--- config.mk ---
export PLATFORM = sky130hd
export DESIGN_NAME = ddr_bank_read_refresh_control
export DESIGN_NICKNAME = d
export VERILOG_FILES = /design/src/verilog/ddr_dev_pkg.sv /design/src/verilog/bank_tracker.sv /design/src/verilog/ddr_bank_read_refresh_control.sv
export SDC_FILE = /design/constraint.sdc
export NUM_CORES = 1
export LEC_CHECK = 0
export ABC_CLOCK_PERIOD_IN_PS = 27300
export BUFFER_PORTS_ARGS = -buffer_cell sky130_fd_sc_hd__buf_2
export CAP_MARGIN = 5
export CORE_MARGIN = 2
export CORE_UTILIZATION = 35
export CTS_CLUSTER_DIAMETER = 60
export CTS_CLUSTER_SIZE = 20
export DETAILED_ROUTE_END_ITERATION = 6
export GPL_TIMING_DRIVEN = 0
export HOLD_SLACK_MARGIN = 0.03
export PLACE_DENSITY = 0.53
export SLEW_MARGIN = 0
export SYNTH_ARGS = -nofsm -noshare
export SYNTH_HDL_FRONTEND = slang
export SYNTH_SLANG_ARGS = --single-unit
--- constraint.sdc ---
create_clock -name i_core_clk -period 27.3 [get_ports i_core_clk]
set_clock_uncertainty 0.1 [all_clocks]
set_input_delay 2.73 -clock i_core_clk [delete_from_list [all_inputs] [get_ports i_core_clk]]
set_output_delay 2.73 -clock i_core_clk [all_outputs]
set_load 0.02 [all_outputs]
--- src/verilog/ddr_dev_pkg.sv ---
/*
  constants, field positions and state types shared by the command
  side of the memory device model and its per-bank tracker.
  assumes a single core clock of 25 MHz that oversamples every pin.
*/
`default_nettype none
// How it works
// - auto precharge chosen per command, never kept
// - auto precharge starts at earliest legal point
// - lockout: auto precharge waits for prefetch and ras
// - burst stop ends latest non-autoprecharge read
// - refresh address comes from internal counter
// - refresh with clock enable falling enters self refresh
// - dll off in self refresh, relock after exit
// - banks open independently; controller spaces activates
// - data follows cas latency, then every edge
// - strobe preamble low, last element strobe low
// - data and strobe released after burst
// - next read joins or truncates without gap
// - read accepted at every rising clock edge
// - command decoded from select and strobe levels
// - address bit ten high selects auto precharge

package ddr_dev_pkg;

  // ------------------------------------------------------------
  // clock and timing
  // ------------------------------------------------------------
  localparam int CORE_NS = 40;          // core clock period
  localparam int T_RAS_NS = 40;         // least active to precharge
  localparam int T_RP_NS = 15;          // least precharge time
  localparam int REF_INTERVAL_US = 7800; // longest average refresh gap
  localparam int RAS_RAW = (T_RAS_NS + CORE_NS - 1) / CORE_NS;
  localparam int RAS_CYC = (RAS_RAW > 0) ? RAS_RAW : 1;
  localparam int RP_RAW = (T_RP_NS + CORE_NS - 1) / CORE_NS;
  localparam int RP_CYC = (RP_RAW > 0) ? RP_RAW : 1;
  localparam int REF_TICK_CYC = REF_INTERVAL_US * 1000 / CORE_NS;
  localparam int DLL_RELOCK_CK = 200;   // link clock rises to relock

  // ------------------------------------------------------------
  // geometry
  // ------------------------------------------------------------
  localparam int ROW_W = 13;
  localparam int COL_W = 10;
  localparam int BANK_W = 2;
  localparam int NBANK = 4;
  localparam int DQ_W = 8;
  localparam int AP_BIT = 10;           // auto precharge / all banks

  // ------------------------------------------------------------
  // command codes {cs_n, ras_n, cas_n, we_n}
  // ------------------------------------------------------------
  localparam logic [3:0] CMD_ACT = 4'h3;
  localparam logic [3:0] CMD_READ = 4'h5;
  localparam logic [3:0] CMD_WRITE = 4'h4;
  localparam logic [3:0] CMD_BST = 4'h6;
  localparam logic [3:0] CMD_PRE = 4'h2;
  localparam logic [3:0] CMD_AREF = 4'h1;

  // ------------------------------------------------------------
  // positions in the sampled pin vector
  // ------------------------------------------------------------
  localparam int PIN_W = 21;
  localparam int PIN_CK = 20;
  localparam int PIN_CKE = 19;
  localparam int PIN_CMD = 18;          // msb of the four strobes
  localparam int PIN_BA = 13;           // lsb of bank address
  localparam int PIN_ADDR = 0;          // lsb of address

  // ------------------------------------------------------------
  // state types
  // ------------------------------------------------------------
  typedef enum logic [1:0] {BANK_IDLE, BANK_ACTIVE, BANK_PRECH} bank_st_t;
  typedef enum logic [1:0] {PWR_RUN, PWR_SREF, PWR_RELOCK} pwr_st_t;

endpackage
`default_nettype wire

--- src/verilog/bank_tracker.sv ---
/*
  per-bank row state: idle, active with its open row, or precharging.
  assumes commands arrive as one-cycle pulses on the core clock and
  that the controller keeps its own spacing between commands.
*/
`default_nettype none
module bank_tracker
  import ddr_dev_pkg::*;
#(
  parameter int BL = 4 // burst length in elements
)(
  input wire logic i_clk,
  input wire logic i_rst_n,
  input wire logic i_ck_rise,
  input wire logic i_act,
  input wire logic i_pre,
  input wire logic i_pre_all,
  input wire logic i_ap,
  input wire logic [BANK_W-1:0] i_bank,
  input wire logic [ROW_W-1:0] i_row,
  output wire logic [NBANK-1:0] o_open,
  output wire logic [NBANK*ROW_W-1:0] o_rows
);

  localparam int APW = $clog2(BL / 2 + 1);
  localparam int RASW = $clog2(RAS_CYC + 1);
  localparam int RPW = $clog2(RP_CYC + 1);
  localparam logic [APW-1:0] AP_CK = APW'(BL / 2); // prefetch span

  // ------------------------------------------------------------
  // one copy of the bank logic per bank
  // ------------------------------------------------------------
  genvar b;
  generate
    for (b = 0; b < NBANK; b = b + 1) begin : g_bank
      bank_st_t st_r;              // bank state
      logic [ROW_W-1:0] row_r;     // open row
      logic [RASW-1:0] ras_r;      // cycles since activate
      logic [RPW-1:0] rp_r;        // cycles into precharge
      logic ap_r;                  // auto precharge armed
      logic [APW-1:0] apc_r;       // link rises left in prefetch
      logic hit;
      logic ras_ok;

      assign hit = (i_bank == BANK_W'(b));
      assign ras_ok = (ras_r == RASW'(RAS_CYC));

      // state walk; banks move independently
      always_ff @(posedge i_clk or negedge i_rst_n) begin
        if (!i_rst_n) begin
          st_r <= BANK_IDLE;
        end else begin
          case (st_r)
            BANK_IDLE: begin
              if (i_act && hit) begin
                st_r <= BANK_ACTIVE;
              end
            end
            BANK_ACTIVE: begin
              // lockout: wait for prefetch and ras
              if (ap_r && apc_r == '0 && ras_ok) begin
                st_r <= BANK_PRECH;
              end else if (i_pre && (hit || i_pre_all) && !ap_r) begin
                st_r <= BANK_PRECH;
              end
            end
            BANK_PRECH: begin
              if (rp_r == RPW'(RP_CYC - 1)) begin
                st_r <= BANK_IDLE;
              end
            end
            default: st_r <= BANK_IDLE;
          endcase
        end
      end

      // open row is latched only on activate of an idle bank
      always_ff @(posedge i_clk or negedge i_rst_n) begin
        if (!i_rst_n) begin
          row_r <= '0;
        end else if (st_r == BANK_IDLE && i_act && hit) begin
          row_r <= i_row;
        end
      end

      // ras timer saturates, precharge timer clears once the bank leaves precharge, so neither wraps
      always_ff @(posedge i_clk or negedge i_rst_n) begin
        if (!i_rst_n) begin
          ras_r <= '0;
          rp_r <= '0;
        end else begin
          if (st_r != BANK_ACTIVE) begin
            ras_r <= '0;
          end else if (!ras_ok) begin
            ras_r <= ras_r + RASW'(1);
          end
          if (st_r != BANK_PRECH) begin
            rp_r <= '0;
          end else begin
            rp_r <= rp_r + RPW'(1);
          end
        end
      end

      // arm from the access's own address bit only
      always_ff @(posedge i_clk or negedge i_rst_n) begin
        if (!i_rst_n) begin
          ap_r <= 1'b0;
          apc_r <= '0;
        end else if (st_r != BANK_ACTIVE) begin
          ap_r <= 1'b0;
          apc_r <= '0;
        end else if (i_ap && hit && !ap_r) begin
          ap_r <= 1'b1;
          apc_r <= AP_CK;
        end else if (ap_r && i_ck_rise && apc_r != '0) begin
          apc_r <= apc_r - APW'(1);
        end
      end

      assign o_open[b] = (st_r == BANK_ACTIVE);
      assign o_rows[b*ROW_W +: ROW_W] = row_r;
    end
  endgenerate

endmodule
`default_nettype wire

--- src/verilog/ddr_bank_read_refresh_control.sv ---
/*
  command side of a four-bank double-data-rate memory device: command
  decode, bank tracking, read bursts with strobe, burst stop, auto and
  self refresh with dll relock.
  assumes the core clock is much faster than the link clock, which is
  sampled like any pin; write data transfer is not modelled.
*/
`default_nettype none
module ddr_bank_read_refresh_control
  import ddr_dev_pkg::*;
#(
  parameter int BL = 4,                      // burst length, 2/4/8
  parameter int CAS_HALF = 4,                // cas latency, half clocks
  parameter int SREF_TICK_CYC = REF_TICK_CYC // self refresh row period
)(
  input wire logic i_core_clk,
  input wire logic i_rst_n,
  input wire logic i_ck,
  input wire logic i_cke,
  input wire logic i_cs_n,
  input wire logic i_ras_n,
  input wire logic i_cas_n,
  input wire logic i_we_n,
  input wire logic [BANK_W-1:0] i_ba,
  input wire logic [ROW_W-1:0] i_addr,
  output logic [DQ_W-1:0] o_dq,
  output logic o_dq_oe,
  output logic o_dqs,
  output logic o_dqs_oe,
  output logic o_dll_en,
  output logic o_dll_locked,
  output logic o_self_refresh,
  output logic [BANK_W-1:0] o_ref_bank,
  output logic [ROW_W-1:0] o_ref_row,
  output logic [NBANK-1:0] o_bank_open
);

  localparam int LB = $clog2(BL);                 // burst index bits
  localparam int TW = $clog2(SREF_TICK_CYC + 1);  // tick counter width
  localparam int RW = $clog2(DLL_RELOCK_CK + 1);  // relock counter

  // ------------------------------------------------------------
  // helper functions
  // ------------------------------------------------------------
  // next column, wrapping inside the burst-aligned block
  function automatic logic [COL_W-1:0] col_step(
    input logic [COL_W-1:0] col
  );
    col_step = {col[COL_W-1:LB], col[LB-1:0] + LB'(1)};
  endfunction

  // array contents: writes are not modelled, so data is a pattern
  function automatic logic [DQ_W-1:0] elem(
    input logic [BANK_W-1:0] bank,
    input logic [ROW_W-1:0] row,
    input logic [COL_W-1:0] col
  );
    elem = row[DQ_W-1:0] ^ col[DQ_W-1:0] ^ DQ_W'(bank);
  endfunction

  // ------------------------------------------------------------
  // reset release
  // ------------------------------------------------------------
  logic rst_meta_r; // first stage, read only by the second
  logic rst_n_s;    // released reset used everywhere else

  always_ff @(posedge i_core_clk or negedge i_rst_n) begin
    if (!i_rst_n) begin
      rst_meta_r <= 1'b0;
      rst_n_s <= 1'b0;
    end else begin
      rst_meta_r <= 1'b1;
      rst_n_s <= rst_meta_r;
    end
  end

  // ------------------------------------------------------------
  // pin sampling
  // ------------------------------------------------------------
  logic [PIN_W-1:0] pin_raw;
  logic [PIN_W-1:0] pin_s1_r; // metastability stage
  logic [PIN_W-1:0] pin_s2_r;
  logic [PIN_W-1:0] pin_s3_r;
  logic [PIN_W-1:0] pin_f_r;  // accepted pin levels
  logic [PIN_W-1:0] pin_dis;  // stages two and three disagree

  assign pin_raw = {i_ck, i_cke, i_cs_n, i_ras_n, i_cas_n, i_we_n,
                    i_ba, i_addr};
  assign pin_dis = pin_s2_r ^ pin_s3_r;

  // a level counts only once two late stages agree, which filters
  // a single sample caught mid-transition
  always_ff @(posedge i_core_clk or negedge rst_n_s) begin
    if (!rst_n_s) begin
      pin_s1_r <= '0;
      pin_s2_r <= '0;
      pin_s3_r <= '0;
      pin_f_r <= '0;
    end else begin
      pin_s1_r <= pin_raw;
      pin_s2_r <= pin_s1_r;
      pin_s3_r <= pin_s2_r;
      pin_f_r <= (pin_s3_r & ~pin_dis) | (pin_f_r & pin_dis);
    end
  end

  // ------------------------------------------------------------
  // link clock edges and command decode
  // ------------------------------------------------------------
  logic ck_prev_r; // link clock level one core cycle ago
  logic cke_reg_r; // clock enable seen at the previous rise
  logic ck_rise;
  logic ck_edge;
  logic cke_now;
  logic [3:0] cmd;
  logic [BANK_W-1:0] ba;
  logic [ROW_W-1:0] addr;
  logic cmd_v;
  logic is_rd;
  logic is_wr;
  logic bst_ok;
  logic push;
  logic last_rd_ap_r; // latest read carried auto precharge
  pwr_st_t pwr_r;
  logic [NBANK-1:0] open;
  logic [NBANK*ROW_W-1:0] rows;

  assign ck_rise = pin_f_r[PIN_CK] & ~ck_prev_r;
  assign ck_edge = pin_f_r[PIN_CK] ^ ck_prev_r;
  assign cke_now = pin_f_r[PIN_CKE];
  assign cmd = pin_f_r[PIN_CMD -: 4];
  assign ba = pin_f_r[PIN_BA +: BANK_W];
  assign addr = pin_f_r[PIN_ADDR +: ROW_W];
  // inputs other than clock enable are ignored in self refresh
  assign cmd_v = ck_rise && (pwr_r != PWR_SREF);
  // reads take the open bank as soon as it is active
  assign is_rd = cmd_v && cmd == CMD_READ && open[ba];
  assign is_wr = cmd_v && cmd == CMD_WRITE && open[ba];
  // burst stop is ignored only after a read with auto precharge
  assign bst_ok = cmd_v && cmd == CMD_BST && !last_rd_ap_r;
  assign push = is_rd || bst_ok;

  always_ff @(posedge i_core_clk or negedge rst_n_s) begin
    if (!rst_n_s) begin
      ck_prev_r <= 1'b0;
      cke_reg_r <= 1'b0;
    end else begin
      ck_prev_r <= pin_f_r[PIN_CK];
      if (ck_rise) begin
        cke_reg_r <= cke_now;
      end
    end
  end

  // remember auto precharge of the latest read for burst stop
  always_ff @(posedge i_core_clk or negedge rst_n_s) begin
    if (!rst_n_s) begin
      last_rd_ap_r <= 1'b0;
    end else if (is_rd) begin
      last_rd_ap_r <= addr[AP_BIT];
    end
  end

  // ------------------------------------------------------------
  // bank state
  // ------------------------------------------------------------
  bank_tracker #(
    .BL(BL)
  ) u_banks (
    .i_clk(i_core_clk),
    .i_rst_n(rst_n_s),
    .i_ck_rise(ck_rise),
    .i_act(cmd_v && cmd == CMD_ACT),
    .i_pre(cmd_v && cmd == CMD_PRE),
    .i_pre_all(addr[AP_BIT]),
    .i_ap((is_rd || is_wr) && addr[AP_BIT]),
    .i_bank(ba),
    .i_row(addr),
    .o_open(open),
    .o_rows(rows)
  );

  assign o_bank_open = open;

  // ------------------------------------------------------------
  // read latency line, one slot per link clock edge
  // ------------------------------------------------------------
  logic dl_v_r [CAS_HALF];               // slot holds an event
  logic dl_stop_r [CAS_HALF];            // event is a burst stop
  logic [BANK_W-1:0] dl_bank_r [CAS_HALF];
  logic [ROW_W-1:0] dl_row_r [CAS_HALF];
  logic [COL_W-1:0] dl_col_r [CAS_HALF];

  // a stop travels the same line as reads, so it lands exactly
  // cas latency after its command
  always_ff @(posedge i_core_clk or negedge rst_n_s) begin
    if (!rst_n_s) begin
      for (int i = 0; i < CAS_HALF; i++) begin
        dl_v_r[i] <= 1'b0;
        dl_stop_r[i] <= 1'b0;
        dl_bank_r[i] <= '0;
        dl_row_r[i] <= '0;
        dl_col_r[i] <= '0;
      end
    end else if (ck_edge) begin
      for (int i = 0; i < CAS_HALF - 1; i++) begin
        dl_v_r[i] <= dl_v_r[i+1];
        dl_stop_r[i] <= dl_stop_r[i+1];
        dl_bank_r[i] <= dl_bank_r[i+1];
        dl_row_r[i] <= dl_row_r[i+1];
        dl_col_r[i] <= dl_col_r[i+1];
      end
      dl_v_r[CAS_HALF-1] <= push;
      dl_stop_r[CAS_HALF-1] <= bst_ok;
      dl_bank_r[CAS_HALF-1] <= ba;
      dl_row_r[CAS_HALF-1] <= rows[ba*ROW_W +: ROW_W];
      dl_col_r[CAS_HALF-1] <= addr[COL_W-1:0];
    end
  end

  // ------------------------------------------------------------
  // burst output
  // ------------------------------------------------------------
  logic [LB-1:0] left_r;        // elements still to send
  logic [BANK_W-1:0] cur_bank_r;
  logic [ROW_W-1:0] cur_row_r;
  logic [COL_W-1:0] cur_col_r;  // column of the next element
  logic pre_due;                // a read lands within one clock

  // needs cas latency of at least three half clocks
  assign pre_due = (dl_v_r[1] && !dl_stop_r[1]) ||
                   (dl_v_r[2] && !dl_stop_r[2]);

  // a landing read always wins, so a new read cuts or joins the
  // running burst with no gap
  always_ff @(posedge i_core_clk or negedge rst_n_s) begin
    if (!rst_n_s) begin
      o_dq <= '0;
      o_dq_oe <= 1'b0;
      o_dqs <= 1'b0;
      o_dqs_oe <= 1'b0;
      left_r <= '0;
      cur_bank_r <= '0;
      cur_row_r <= '0;
      cur_col_r <= '0;
    end else if (pwr_r == PWR_SREF) begin
      o_dq_oe <= 1'b0;
      o_dqs_oe <= 1'b0;
      left_r <= '0;
    end else if (ck_edge) begin
      if (dl_v_r[0] && !dl_stop_r[0]) begin
        // first element, strobe edge-aligned high
        o_dq <= elem(dl_bank_r[0], dl_row_r[0], dl_col_r[0]);
        o_dq_oe <= 1'b1;
        o_dqs <= 1'b1;
        o_dqs_oe <= 1'b1;
        left_r <= LB'(BL - 1);
        cur_bank_r <= dl_bank_r[0];
        cur_row_r <= dl_row_r[0];
        cur_col_r <= col_step(dl_col_r[0]);
      end else if (dl_v_r[0]) begin
        // truncated by burst stop: release at once
        left_r <= '0;
        o_dq_oe <= 1'b0;
        o_dqs <= 1'b0;
        o_dqs_oe <= 1'b0;
      end else if (left_r != '0) begin
        // later elements on every edge; last one has strobe low
        o_dq <= elem(cur_bank_r, cur_row_r, cur_col_r);
        o_dqs <= ~o_dqs;
        left_r <= left_r - LB'(1);
        cur_col_r <= col_step(cur_col_r);
      end else if (pre_due) begin
        // preamble: strobe driven low one clock before data
        o_dq_oe <= 1'b0;
        o_dqs <= 1'b0;
        o_dqs_oe <= 1'b1;
      end else begin
        // nothing pending: let the lines float
        o_dq_oe <= 1'b0;
        o_dqs <= 1'b0;
        o_dqs_oe <= 1'b0;
      end
    end
  end

  // ------------------------------------------------------------
  // power state: run, self refresh, dll relock
  // ------------------------------------------------------------
  logic [RW-1:0] relock_r; // link clock rises since exit

  // entry needs enable high at the previous rise, low at this one;
  // exit does not wait for a link clock edge since it may be stopped
  always_ff @(posedge i_core_clk or negedge rst_n_s) begin
    if (!rst_n_s) begin
      pwr_r <= PWR_RUN;
    end else begin
      case (pwr_r)
        PWR_RUN: begin
          if (cmd_v && cmd == CMD_AREF && cke_reg_r && !cke_now) begin
            pwr_r <= PWR_SREF;
          end
        end
        PWR_SREF: begin
          if (cke_now) begin
            pwr_r <= PWR_RELOCK;
          end
        end
        PWR_RELOCK: begin
          if (ck_rise && relock_r == RW'(DLL_RELOCK_CK - 1)) begin
            pwr_r <= PWR_RUN;
          end
        end
        default: pwr_r <= PWR_RUN;
      endcase
    end
  end

  // count link clock rises while the dll relocks
  always_ff @(posedge i_core_clk or negedge rst_n_s) begin
    if (!rst_n_s) begin
      relock_r <= '0;
    end else if (pwr_r != PWR_RELOCK) begin
      relock_r <= '0;
    end else if (ck_rise) begin
      relock_r <= relock_r + RW'(1);
    end
  end

  // dll off only in self refresh; locked once the count is done
  assign o_dll_en = (pwr_r != PWR_SREF);
  assign o_dll_locked = (pwr_r == PWR_RUN);
  assign o_self_refresh = (pwr_r == PWR_SREF);

  // ------------------------------------------------------------
  // refresh address counter
  // ------------------------------------------------------------
  logic [TW-1:0] tick_r;                  // core cycles per row
  logic [BANK_W+ROW_W-1:0] ref_addr_r;    // next bank and row
  logic sref_tick;
  logic ref_step;

  assign sref_tick = (pwr_r == PWR_SREF) &&
                     (tick_r == TW'(SREF_TICK_CYC - 1));
  // the address pins play no part in which row is refreshed
  assign ref_step = (cmd_v && cmd == CMD_AREF) || sref_tick;

  // self refresh paces itself on the core clock, not the link clock
  always_ff @(posedge i_core_clk or negedge rst_n_s) begin
    if (!rst_n_s) begin
      tick_r <= '0;
    end else if (pwr_r != PWR_SREF || sref_tick) begin
      tick_r <= '0;
    end else begin
      tick_r <= tick_r + TW'(1);
    end
  end

  // one row per command or tick; each refresh needs its own event
  always_ff @(posedge i_core_clk or negedge rst_n_s) begin
    if (!rst_n_s) begin
      ref_addr_r <= '0;
    end else if (ref_step) begin
      ref_addr_r <= ref_addr_r + (BANK_W+ROW_W)'(1);
    end
  end

  assign o_ref_bank = ref_addr_r[BANK_W+ROW_W-1:ROW_W];
  assign o_ref_row = ref_addr_r[ROW_W-1:0];

endmodule
`default_nettype wire

==> impl_metrics.csv <==
group,metric,value,unit
run_status,status,"completed",
placement,dp_hpwl,13.12,mm
sta,setup_viol,0,
clock_network,cts-root-buf,"clkbuf_16",
route,drtPass1Iterations,4,
clock_network,cts_tree,"done",
synth,synth-main-ff-cell,"dfrtp_1",
synth,synth.distinct_cells,55,
synth,yosysTopAreaCell,"dfrtp_1",
global_routing,grt_pass1_wl,34.09,mm
clock_network,cts_buffers,27,
global_routing,grt_max_degree,70,
sta,fin_crit_sh,0.1708,
finish,n_antenna_cell,0,
synth,synth_edf_count,0,
global_routing,antenna_found_initial,0,
finish,fillers,3013,
global_routing,overflow,0,
sta,slew_headroom,0.2627,
sta,fmax,0.2144,GHz
finish,layout_commonest_cell,"dfrtp_1",
power,p_per_area,86.14,nW/µm²
finish,mostFrequentLayoutCells,"286 x dfrtp_1, 112 x mux2_2, 65 x nand2_1",
route,drc,0,
synth,synthTopCellsByArea,"dfrtp_1 64%, mux2_2 11%, xnor2_1 2.5%",
global_routing,grt_usage,0.1229,
route,via_per_inst,4.689,
clock_network,clkLatencyLatePin,0.54,ns
route,routed_wl,19.78,mm
floorplanning,die_area,33760,µm²
route,wire_per_inst,14.64,µm
synth,yosys_warnings,0,
finish,fin_util,0.4138,
critical_path,crit_arrival,1.83,ns
critical_path,crit_path_end_kind,"output pin",
finish,drive_above_1_share,0.2550,
finish,final_cell_count_no_fill,1351,
synth,ys_seq_elements,287,
critical_path,startpoint_type,"flip-flop",
floorplanning,ios,56,
global_routing,grt_busiest_layer,"met2",
synth,synth_seq_area_share,0.6351,
finish,syn2layout_area_growth,16.08,%
sta,fin_crit,4.664,ns
clock_network,cts_hold_buf,0,
power,power_leakage,5.995,nW
placement,gp_congestion,0.7256,
sta,rsz0062_at_grt,"no",
floorplanning,initial_utilization,0.3565,
synth,syn-cell-area,11310,µm²
global_routing,met3_usage,0.02159,
placement,numPlacedInstances,1301,
sta,finalSetupTns,0,ns
critical_path,crit_fanout,10,
synth,synth_top_area_frac,0.6351,
floorplanning,core_area,31720,µm²
clock_network,htree_levels,1,
clock_network,cts_sinks,287,
sta,finalMaxSlewViolations,0,
synth,syn_nets,876,
synth,netlist_instances,844,
floorplanning,fp-row-count,65,
sta,worst_slew_pin_slew,1.098,ns
job,maxCapViolCount,0,
clock_network,cts.clk_slew.worst_paths,0.06,ns
clock_network,clockBufferDepth,3,
critical_path,path_class,"reg -> out",
critical_path,worst_ep_required_time,24.47,ns
clock_network,post_cts_buffers,0,
global_routing,grt_pass1_vias,6414,
power,vdd_drop_max,44.92,µV
global_routing,grtUsageMet2,0.1866,
clock_network,cts_resized,0,
synth,async_flop_share,1.000,
global_routing,grt.met1_usage,0.1800,
floorplanning,die_h,183.8,µm
floorplanning,die_width,183.8,µm
sta,hold_viol_final,0,
route,ant_nets,0,
finish,layout.nets,960,
hold_path,hp-class,"reg -> async",
synth,syn_avg_cell_area,13.40,µm²
placement,io_buffers,51,
route,vias,6335,
route,drt_iter0_drc,350,
-- critical path, cell delays in order (launching register included) --
cell and delay [ns]:
dfrtp_1 0.40, or2b_2 0.22, clkbuf_1 0.42, buf_2 0.26
-- kinds of logic (layout without fill, tap and decap cells) --
kind of cell,after synthesis,in the layout,share of synthesized area
buf+inv,50,155,0.01770
compound gates,69,69,0.03784
other cells,1,1,0.0003316
xor+xnor,59,59,0.04570
mux,130,130,0.1410
flops,287,287,0.6351
fa+ha+maj,26,26,0.02501
simple gates,222,222,0.09737
-- path summary, 6_finish.rpt --
kind                                       endpoint  cells past startpoint             startpoint  slack (ns)
min in group i_core_clk       pin_s2_r[7]$_DFF_PN0_                      0  pin_s1_r[7]$_DFF_PN0_        0.24
hold / removal              relock_r[3]$_DFFE_PN0P_                      0      rst_n_s$_DFF_PN0_        0.24
hold reg to reg             relock_r[3]$_DFFE_PN0P_                      0      rst_n_s$_DFF_PN0_        0.24
setup / recovery                           o_dll_en                      3   pwr_r[0]$_DFFE_PN0P_       22.64
setup reg to reg           cur_row_r[7]$_DFFE_PN0P_                      5              flip-flop       24.41
max in group asynchronous         rst_n_s$_DFF_PN0_                      1                i_rst_n       25.13
-- power breakdown --
group	switching, mW	internal (mW)
sequential	0.0494	0.501
combinational	0.0880	0.0959
clock	0.170	0.227
total	0.307	0.823
-- state kept, by name (all words and copies together) (netlist names), 15 cells and up, named ones only --
signal,flops
pin_s2_r,17
dl_row_r,32
tick_r,18
dl_col_r,32
u_banks.g_bank.row_r,32
ref_addr_r,15
pin_s3_r,17
pin_s1_r,17
-- final cells by class --
type | instances | area, µm² | area share
repair buffers | 55 | 365.4 | 0.02783
flip-flops and latches | 287 | 7186 | 0.5474
plain buffers | 32 | 132.6 | 0.01010
inverters | 18 | 67.56 | 0.005147
clock buffers | 30 | 696.9 | 0.05309
well taps | 402 | 503.0 | 0.03832
multi-input cells | 507 | 3926 | 0.2991
clock inverters | 20 | 249.0 | 0.01897
-- per-stage QoR --
| stage | hold WS, ns | total power, mW | cell area [µm²] | setup slack (ns) |
|---|---|---|---|---|
| 2_1_floorplan | 0.2312 | 0.6917 | 11310 | 18.61 |
| 3_3_place_gp | 0.2338 | 0.7399 | 12070 | 14.93 |
| 3_5_place_dp | 0.2347 | 0.7480 | 12180 | 23.18 |
| 4_1_cts | 0.2452 | 1.153 | 13130 | 22.59 |
| 5_1_grt | 0.2577 | 1.202 | 13130 | 22.51 |
| 6_report | 0.2429 | 1.131 | 13130 | 22.64 |
-- synth_stat cells (all sizes together) (5+ instances only) --
cell and count:
inv 18, nor3 15, o21a 7, o21ai 25, nor2b 12, a21oi 18
mux4 9, nor2 57, xnor2 32, nor3b 9, nand4 12, xor2 27
nand3 14, nand2 65, nand3b 5, nand2b 7, clkbuf 24, maj3 17
mux2 120, ha 9, buf 8, dfrtp 287
-- routing by layer --
layer | vias to the layer above | share of wire
met3 | 28 | 0.037
met2 | 72 | 0.44
met4 | 0 | 0.021
met5 | - | 0
met1 | 3146 | 0.50
li1 | 3089 | -
Power figures use the tool's default switching activity.
